[src/design/partition_tag_map.svh]
// register offsets, field positions, reset values and build constants for the tag register group
`ifndef PARTITION_TAG_MAP_SVH
`define PARTITION_TAG_MAP_SVH

// ==========================================================
// register offsets (byte addresses)
`define TAG_LIMIT_IDENT_OFF       12'h0130
`define DEVICE_ACCESS_TAG_OFF     12'h0138
`define BYPASS_TAG_OFF            12'h013c
`define VM_SELECT_OFF             12'h0180
`define CMD_QUEUE_IDENT_OFF       12'h0190
`define TAG_CTRL_OFF              12'h01f0

// ==========================================================
// field positions
`define UPDATE_BIT                31
`define MONGRP_HI                 23
`define MONGRP_LO                 16
`define PARTITION_IDENTIFIER_HI                 15
`define PARTITION_IDENTIFIER_LO                 0
`define PAGES_LOG2_HI             27
`define PAGES_LOG2_LO             24
`define QUEUES_LOG2_HI            19
`define QUEUES_LOG2_LO            16
`define VIRTUAL_MACHINE_ID_WIDE_HI              15
`define VIRTUAL_MACHINE_ID_WIDE_LO              8
`define CTRL_XLATE_EN_BIT         0
`define CTRL_XCHK_BIT             1
`define CTRL_VRUN_BIT             2

// ==========================================================
// reset values and limits
`define MONGRP_RESET              8'h00
`define PARTITION_IDENTIFIER_RESET              16'h0000
`define VIRTUAL_MACHINE_ID_RESET                16'h0000
`define LOG2_LIMIT                4'h8
`define UPDATE_SETTLE_CYCLES      4'h3

`endif

[src/design/partition_tag_pkg.sv]
// types shared by the tag register group
package partition_tag_pkg;

   // one partition tag pair
   typedef struct packed {
      logic [7:0]  monitoringGroup;
      logic [15:0] partitionIdentifier;
   } tag_pair_t;

   // register port request
   typedef struct packed {
      logic [11:0] addr;
      logic [31:0] wdata;
      logic        wr;
      logic        rd;
   } reg_req_t;

   // update settle state
   typedef enum logic [1:0] {
      UPD_IDLE   = 2'b00,
      UPD_SETTLE = 2'b01,
      UPD_DONE   = 2'b10
   } upd_state_t;

endpackage

[src/design/partition_tag_config_regs.sv]
// partition tag configuration registers and tag selection for outgoing accesses
//
// Implementation choice: strobed register access.
`timescale 1ns/1ps
`include "partition_tag_map.svh"

module partition_tag_config_regs
   import partition_tag_pkg::*;
#(
   parameter logic        TAGGING_SUPPORT = 1'b1,
   parameter logic        VXLATE_SUPPORT  = 1'b1,
   parameter logic        ENHANCED_CMD_QUEUE_SUPPORT_SUPPORT   = 1'b1,
   parameter logic        WIDE_VIRTUAL_MACHINE_ID       = 1'b1,
   parameter logic [7:0]  MONGRP_LIMIT    = 8'h0f,
   parameter logic [15:0] PARTITION_IDENTIFIER_LIMIT    = 16'h0034,
   parameter logic [3:0]  PAGES_LOG2      = 4'h1,
   parameter logic [3:0]  QUEUES_LOG2     = 4'h2
)(
   input  wire logic        mclk,
   input  wire logic        rst_n,
   input  wire logic [11:0] regAddr,
   input  wire logic [31:0] regWdata,
   input  wire logic        regWr,
   input  wire logic        regRd,
   output      logic [31:0] regRdata,
   input  wire logic        clientBypassReq,
   input  wire logic        clientTranslated,
   input  wire logic [7:0]  entryMonGroup,
   input  wire logic [15:0] entryPartId,
   input  wire logic        vxlateReq,
   input  wire logic        entryVmTagged,
   input  wire logic [15:0] entryStage2VmId,
   output      logic [7:0]  ownAccessMonGroup,
   output      logic [15:0] ownAccessPartId,
   output      logic [7:0]  clientMonGroup,
   output      logic [15:0] clientPartId,
   output      logic        vxlateDeny,
   output      logic        vxlateValid,
   output      logic        globalXlateEnable,
   output      logic        translatedCheckCtrl,
   output      logic        vxlateRun
);

   // ==========================================================
   // helper functions

   // width of a field given its maximum value: highest set bit plus one
   function automatic logic [4:0] tagWidth(input logic [15:0] limit);
      logic [4:0] w;
      w = 5'd0;
      for (int i = 0; i < 16; i++)
      begin
         if (limit[i])
         begin
            w = 5'(i + 1);
         end
      end
      return w;
   endfunction

   // mask of implemented bits for a field of the given width
   function automatic logic [15:0] widthMask(input logic [4:0] w);
      logic [16:0] m;
      m = (17'h0_0001 << w) - 17'h0_0001;
      return m[15:0];
   endfunction

   // ==========================================================
   // derived capability constants
   wire logic [4:0]  mgWidth = tagWidth({8'h00, MONGRP_LIMIT});
   wire logic [4:0]  piWidth = tagWidth(PARTITION_IDENTIFIER_LIMIT);
   wire logic [15:0] mgFull  = widthMask(mgWidth);
   wire logic [7:0]  mgMask  = mgFull[7:0];
   wire logic [15:0] piMask  = widthMask(piWidth);
   // limit values clamped to the architectural ceiling of eight
   wire logic [3:0]  pagesLog2  = (PAGES_LOG2 > `LOG2_LIMIT) ? `LOG2_LIMIT : PAGES_LOG2;
   wire logic [3:0]  queuesLog2 = (QUEUES_LOG2 > `LOG2_LIMIT) ? `LOG2_LIMIT : QUEUES_LOG2;

   // strip unsupported upper bits from a tag pair; masks must be declared above
   function automatic tag_pair_t clipTag(input logic [31:0] d);
      tag_pair_t t;
      t.monitoringGroup     = d[`MONGRP_HI:`MONGRP_LO] & mgMask;
      t.partitionIdentifier = d[`PARTITION_IDENTIFIER_HI:`PARTITION_IDENTIFIER_LO] & piMask;
      return t;
   endfunction

   // ==========================================================
   // storage
   tag_pair_t  devTag_q, devTag_d;
   tag_pair_t  bypTag_q, bypTag_d;
   logic       devUpd_q, devUpd_d;
   logic       bypUpd_q, bypUpd_d;
   upd_state_t devSt_q, devSt_d;
   upd_state_t bypSt_q, bypSt_d;
   logic [3:0] devCnt_q, devCnt_d;
   logic [3:0] bypCnt_q, bypCnt_d;
   tag_pair_t  devLive_q;   // tags actually applied to own accesses
   tag_pair_t  bypLive_q;   // tags actually applied to bypass traffic
   logic [15:0] vmSel_q, vmSel_d;
   logic [2:0]  ctrl_q, ctrl_d;
   logic [31:0] rdata_d;
   tag_pair_t   clientTag_d;
   logic        deny_d;

   // ==========================================================
   // address decode
   wire logic hitLimit = TAGGING_SUPPORT && (regAddr == `TAG_LIMIT_IDENT_OFF);
   wire logic hitDev   = TAGGING_SUPPORT && (regAddr == `DEVICE_ACCESS_TAG_OFF);
   wire logic hitByp   = TAGGING_SUPPORT && (regAddr == `BYPASS_TAG_OFF);
   wire logic hitVm    = VXLATE_SUPPORT && (regAddr == `VM_SELECT_OFF);
   wire logic hitIdent = ENHANCED_CMD_QUEUE_SUPPORT_SUPPORT && (regAddr == `CMD_QUEUE_IDENT_OFF);
   wire logic hitCtrl  = (regAddr == `TAG_CTRL_OFF);
   wire logic wUpd     = regWdata[`UPDATE_BIT];

   // a tag write is taken only when idle and it asks for an update
   wire logic devTake = regWr && hitDev && !devUpd_q && wUpd;
   wire logic bypTake = regWr && hitByp && !bypUpd_q && wUpd;
   // selector frozen while a virtual translation runs
   wire logic vmTake  = regWr && hitVm && !ctrl_q[`CTRL_VRUN_BIT];

   // ==========================================================
   // device-access tag register next state
   always_comb
   begin
      devTag_d = devTag_q;
      devUpd_d = devUpd_q;
      devSt_d  = devSt_q;
      devCnt_d = devCnt_q;
      case (devSt_q)
         UPD_IDLE:
         begin
            if (devTake)
            begin
               devTag_d = clipTag(regWdata); // visible on readback at once
               devUpd_d = 1'b1;
               devCnt_d = `UPDATE_SETTLE_CYCLES;
               devSt_d  = UPD_SETTLE;
            end
         end
         UPD_SETTLE:
         begin
            // drain window so in-flight accesses finish with the old tags
            if (devCnt_q == 4'h0)
            begin
               devSt_d = UPD_DONE;
            end
            else
            begin
               devCnt_d = devCnt_q - 4'h1;
            end
         end
         UPD_DONE:
         begin
            devUpd_d = 1'b0; // live copy already loaded
            devSt_d  = UPD_IDLE;
         end
         default:
         begin
            devSt_d = UPD_IDLE;
         end
      endcase
   end

   // ==========================================================
   // bypass tag register next state
   always_comb
   begin
      bypTag_d = bypTag_q;
      bypUpd_d = bypUpd_q;
      bypSt_d  = bypSt_q;
      bypCnt_d = bypCnt_q;
      case (bypSt_q)
         UPD_IDLE:
         begin
            if (bypTake)
            begin
               bypTag_d = clipTag(regWdata);
               bypUpd_d = 1'b1;
               bypCnt_d = `UPDATE_SETTLE_CYCLES;
               bypSt_d  = UPD_SETTLE;
            end
         end
         UPD_SETTLE:
         begin
            if (bypCnt_q == 4'h0)
            begin
               bypSt_d = UPD_DONE;
            end
            else
            begin
               bypCnt_d = bypCnt_q - 4'h1;
            end
         end
         UPD_DONE:
         begin
            bypUpd_d = 1'b0;
            bypSt_d  = UPD_IDLE;
         end
         default:
         begin
            bypSt_d = UPD_IDLE;
         end
      endcase
   end

   // ==========================================================
   // selector and control bits
   assign vmSel_d = vmTake ? {regWdata[15:8] & {8{WIDE_VIRTUAL_MACHINE_ID}}, regWdata[7:0]}
                           : vmSel_q;
   assign ctrl_d  = (regWr && hitCtrl) ? regWdata[2:0] : ctrl_q;

   // ==========================================================
   // read mux; unmapped or absent registers read zero
   always_comb
   begin
      rdata_d = 32'h0000_0000;
      if (hitLimit)
      begin
         rdata_d = {8'h00, MONGRP_LIMIT, PARTITION_IDENTIFIER_LIMIT};
      end
      else if (hitDev)
      begin
         rdata_d = {devUpd_q, 7'h00, devTag_q};
      end
      else if (hitByp)
      begin
         rdata_d = {bypUpd_q, 7'h00, bypTag_q};
      end
      else if (hitVm)
      begin
         rdata_d = {16'h0000, vmSel_q};
      end
      else if (hitIdent)
      begin
         rdata_d = {4'h0, pagesLog2, 4'h0, queuesLog2, 16'h0000};
      end
      else if (hitCtrl)
      begin
         rdata_d = {29'h0000_0000, ctrl_q};
      end
   end

   // ==========================================================
   // client tag selection and virtual translation check
   always_comb
   begin
      // bypass when translation off, or pre-translated with the check off
      if (!ctrl_q[`CTRL_XLATE_EN_BIT]
          || (clientTranslated && !ctrl_q[`CTRL_XCHK_BIT]))
      begin
         clientTag_d = bypLive_q;
      end
      else
      begin
         clientTag_d.monitoringGroup     = entryMonGroup;
         clientTag_d.partitionIdentifier = entryPartId;
      end
   end
   assign deny_d = !entryVmTagged || (entryStage2VmId != vmSel_q);

   // ==========================================================
   // state registers
   always_ff @(posedge mclk or negedge rst_n)
   begin
      if (!rst_n)
      begin
         devTag_q <= '{`MONGRP_RESET, `PARTITION_IDENTIFIER_RESET};
         bypTag_q <= '{`MONGRP_RESET, `PARTITION_IDENTIFIER_RESET};
         devUpd_q <= 1'b0;
         bypUpd_q <= 1'b0;
         devSt_q  <= UPD_IDLE;
         bypSt_q  <= UPD_IDLE;
         devCnt_q <= 4'h0;
         bypCnt_q <= 4'h0;
         devLive_q <= '{`MONGRP_RESET, `PARTITION_IDENTIFIER_RESET};
         bypLive_q <= '{`MONGRP_RESET, `PARTITION_IDENTIFIER_RESET};
         vmSel_q  <= `VIRTUAL_MACHINE_ID_RESET;
         ctrl_q   <= 3'h0;
      end
      else
      begin
         devTag_q <= devTag_d;
         bypTag_q <= bypTag_d;
         devUpd_q <= devUpd_d;
         bypUpd_q <= bypUpd_d;
         devSt_q  <= devSt_d;
         bypSt_q  <= bypSt_d;
         devCnt_q <= devCnt_d;
         bypCnt_q <= bypCnt_d;
         // live copy loads at settle end, before the flag drops
         if (devSt_q == UPD_SETTLE && devCnt_q == 4'h0)
         begin
            devLive_q <= devTag_q;
         end
         if (bypSt_q == UPD_SETTLE && bypCnt_q == 4'h0)
         begin
            bypLive_q <= bypTag_q;
         end
         vmSel_q  <= vmSel_d;
         ctrl_q   <= ctrl_d;
      end
   end

   // ==========================================================
   // registered outputs
   always_ff @(posedge mclk or negedge rst_n)
   begin
      if (!rst_n)
      begin
         regRdata            <= 32'h0000_0000;
         ownAccessMonGroup   <= `MONGRP_RESET;
         ownAccessPartId     <= `PARTITION_IDENTIFIER_RESET;
         clientMonGroup      <= `MONGRP_RESET;
         clientPartId        <= `PARTITION_IDENTIFIER_RESET;
         vxlateDeny          <= 1'b0;
         vxlateValid         <= 1'b0;
         globalXlateEnable   <= 1'b0;
         translatedCheckCtrl <= 1'b0;
         vxlateRun           <= 1'b0;
      end
      else
      begin
         regRdata            <= regRd ? rdata_d : 32'h0000_0000;
         ownAccessMonGroup   <= devLive_q.monitoringGroup;
         ownAccessPartId     <= devLive_q.partitionIdentifier;
         clientMonGroup      <= clientTag_d.monitoringGroup;
         clientPartId        <= clientTag_d.partitionIdentifier;
         vxlateValid         <= vxlateReq && VXLATE_SUPPORT;
         vxlateDeny          <= vxlateReq && VXLATE_SUPPORT && deny_d;
         globalXlateEnable   <= ctrl_q[`CTRL_XLATE_EN_BIT];
         translatedCheckCtrl <= ctrl_q[`CTRL_XCHK_BIT];
         vxlateRun           <= ctrl_q[`CTRL_VRUN_BIT];
      end
   end

endmodule

[config.mk]
export PLATFORM = sky130hd
export DESIGN_NAME = partition_tag_config_regs
export DESIGN_NICKNAME = d
export VERILOG_FILES = /design/src/design/partition_tag_pkg.sv /design/src/design/partition_tag_config_regs.sv
export VERILOG_INCLUDE_DIRS = /design/src /design/src/design
export SDC_FILE = /design/constraint.sdc
export NUM_CORES = 1
export LEC_CHECK = 0
export ABC_AREA = 1
export CAP_MARGIN = 10
export CORE_MARGIN = 2
export CORE_UTILIZATION = 55
export CTS_BUF_LIST = sky130_fd_sc_hd__clkbuf_8
export DETAILED_ROUTE_END_ITERATION = 16
export DONT_BUFFER_PORTS = 1
export PLACE_DENSITY = 0.7
export SLEW_MARGIN = 15
export SYNTH_ARGS = -nofsm -noshare
export SYNTH_HDL_FRONTEND = slang
export SYNTH_SLANG_ARGS = --single-unit
[constraint.sdc]
create_clock -name mclk -period 2.1 [get_ports mclk]
set_input_delay 0.105 -clock mclk [delete_from_list [all_inputs] [get_ports mclk]]
set_output_delay 0.105 -clock mclk [all_outputs]
set_load 0.005 [all_outputs]
==> reports/results.ini <==
[placement]
port_buffers=0
dp_slack_ns=0.5503
dpl_cell_area_sq_um=5796
gp_congestion=0.8250
dpl.hpwl_um=7944
dp.cells=732

[global_route]
grt_pass1_wl_um=19480
grtUsageMet3=0.06444
grt.met1_usage=0.2659
grt_util_met2=0.3662
antenna_found_initial=0
overflow=0
grt_use_total=0.2216
grt_max_degree=135
top_usage_layer=met2
grt_pass1_vias=4062

[pwr]
max-vdd-ir-drop_uv=394.3
p_total_mw=5.219
p_leak_nw=3.504
power_density_nw_per_um2=767.8

[worst_setup_path]
slowest_stage=dlygate4sd3_1
crit_family=buffers and inverters
critPathLaunch=regAddr[2]
cp-start-kind=primary input
worstPathBufferInverterCount=5
path_cells=dlygate4sd3_1 > inv_2 > nand2_1 > nor2_1 > nand2_2 > nand2_4 > inv_2 > nand4_1 > dlygate4sd3_1 > inv_1
endpoint_kind=register
crit_arrival_ns=2.19
r2r-start=vmSel_q[2]
cp.required_ns=2.43
critPathKind=in2reg
critical-path-max-stage-delay_ns=0.58
crit_fanout=9

[sta]
period_share=0.8843
setup_ws_ns=0.2430
tightestPinTransition_ns=0.6766
slew_headroom=0.5489
fin_crit_ns=1.857
rsz0062_at_grt=false
fin_worst_skew_ns=0.009780
finalSetupTns_ns=0
hold_ws_ns=-0.6446
setup-violations-final=0
maxClockFrequency_mhz=538.5
finalMaxSlewViolations=0
hold_violations=134

[drt]
vias=4076
dr.pass1.iters=5
via_per_inst=4.983
ant_nets=0
drtIter0Drc=321
route.detailed.drc=0
post_drt_wl_per_cell_um=14.76
routed_wl_um=12070

[clocking]
htreeDepth=4
clock_sinks=134
clk_latency_ns=0.44
clk_pin_slew_ns=0.08
post_cts_buffers=0
cts_tree=yes
clk_path_buf_depth=2
cts_resized=0
cts_root_buf=clkbuf_8
cts_made_buffers=17
cts_hold_buf=54

[floorplanning]
rows=37
initial_core_util=0.5634
die_area_sq_um=11360
coreArea_sq_um=10280
die_h_um=106.6
dieWidth_um=106.6
io_pins=177

[finish]
stdcell_area_sq_um=6797
areaGrowthSynthToFinish_pct=17.37
instances_no_fill=818
n_antenna_cell=0
final_layout_size_suffix_gt1_frac=0.1525
final_util=0.6613
num-nets-final=763

[job]
max_cap_violations=0

[synth]
syn_inst=608
ys_seq_area_frac=0.5791
async_reset_ff_frac=1.000
syn_avg_cell_area_sq_um=9.524
synthDistinctLibCells=36
ys.warnings.count=0
synth_area_sq_um=5791
synth_ff_type=dfrtp_1
synth-seq-cells=134
synth_edf_count=0

[worst_hold_path]
hold_class=in2async

[run_status]
status=complete, but fails checks
violations=hold timing

==> Yosys cell counts (4+ instances only) <==
master | count | area share
o21ai_0 | 35 | 0.030
nand2_2 | 10 | 0.011
o21ai_2 | 21 | 0.032
or2_2 | 4 | 0.0043
nor2_1 | 48 | 0.031
buf_2 | 6 | 0.0052
mux2_2 | 10 | 0.019
nand3_1 | 7 | 0.0060
o21ai_1 | 14 | 0.012
nor2_2 | 6 | 0.0065
a21oi_1 | 8 | 0.0069
buf_6 | 4 | 0.0078
inv_1 | 86 | 0.056
o211ai_1 | 6 | 0.0078
buf_4 | 24 | 0.031
dfrtp_1 | 134 | 0.58
inv_2 | 6 | 0.0039
nor3_1 | 5 | 0.0043
nand2_1 | 140 | 0.091
nand4_1 | 4 | 0.0043
xnor2_1 | 7 | 0.011
==> state kept, by name, summed over array words and instances, names as in the netlist, 3 cells and up <==
signal and count:
regRdata 22, clientPartId 16, vmSel_q 16, bypLive_q 10
bypTag_q 10, devLive_q 10, devTag_q 10, clientMonGroup 8
ownAccessPartId 6, bypCnt_q 4, devCnt_q 4, ownAccessMonGroup 4
ctrl_q 3
==> path summary, 6_finish.rpt <==
| path | endpoint | slack [ns] | cells after the start |
|---|---|---|---|
| worst min-delay path | clientPartId[5] | -0.64 | 0 |
| worst max-delay path | regRdata[24] | 0.24 | 10 |
| min in group mclk | regRdata[2] | 0.03 | 5 |
| worst max register to register | vxlateDeny | 0.45 | 7 |
| max in group asynchronous | vmSel_q[14] | 2.59 | 0 |
| worst min register to register | ownAccessPartId[3] | 0.38 | 0 |
==> report_power, final <==
group / internal [mW] / leakage [nW] / total (mW) / switching (mW)
clock network: 1.42 / 0.223 / 2.45 / 1.02
logic: 0.0949 / 1.41 / 0.184 / 0.0894
registers: 2.58 / 1.87 / 2.59 / 0.00376
==> area by class of cell <==
| cell class | instances | area (sq um) |
|---|---|---|
| flip-flops and latches | 134 | 3353 |
| clock buffers | 17 | 234.0 |
| fillers | 809 | 3481 |
| clock inverters | 15 | 226.5 |
| repair buffers | 56 | 555.5 |
| multi-input cells | 368 | 1912 |
| inverters | 92 | 345.3 |
| well taps | 136 | 170.2 |
==> metal layers <==
metal  part of all wire  up-vias
met2               0.51      142
met4              0.026        0
met5                  0        -
met1               0.41     1952
li1                   -     1958
met3              0.058       24
==> logic make-up (layout without fill, tap and decap cells) <==
kind of cell / Yosys count / after routing / share of synthesized area
other: 1 / 24 / 0.0006476
XOR/XNOR: 7 / 7 / 0.01059
AO/OA/AOI/OAI: 87 / 87 / 0.09270
buffers and inverters: 129 / 180 / 0.1057
AND/OR/NAND/NOR: 238 / 238 / 0.1876
flip-flops: 134 / 134 / 0.5791
adder cells (fa/ha/maj): 2 / 2 / 0.004321
multiplexers: 10 / 10 / 0.01945
==> placed cells by master (no fill, tap or decap), drive strengths merged, types with 2 or more instances in the layout <==
cell type,count
a21oi,8
buf,2
bufinv,5
clkbuf,17
clkinv,4
clkinvlp,3
conb,24
dfrtp,134
dlygate4sd3,54
ha,2
inv,95
mux2,10
nand2,153
nand3,8
nand4,5
nor2,58
nor3,6
nor4,2
o211ai,6
o21ai,70
or2,4
xnor2,7
Note: power is estimated with default switching activity, not from simulation.
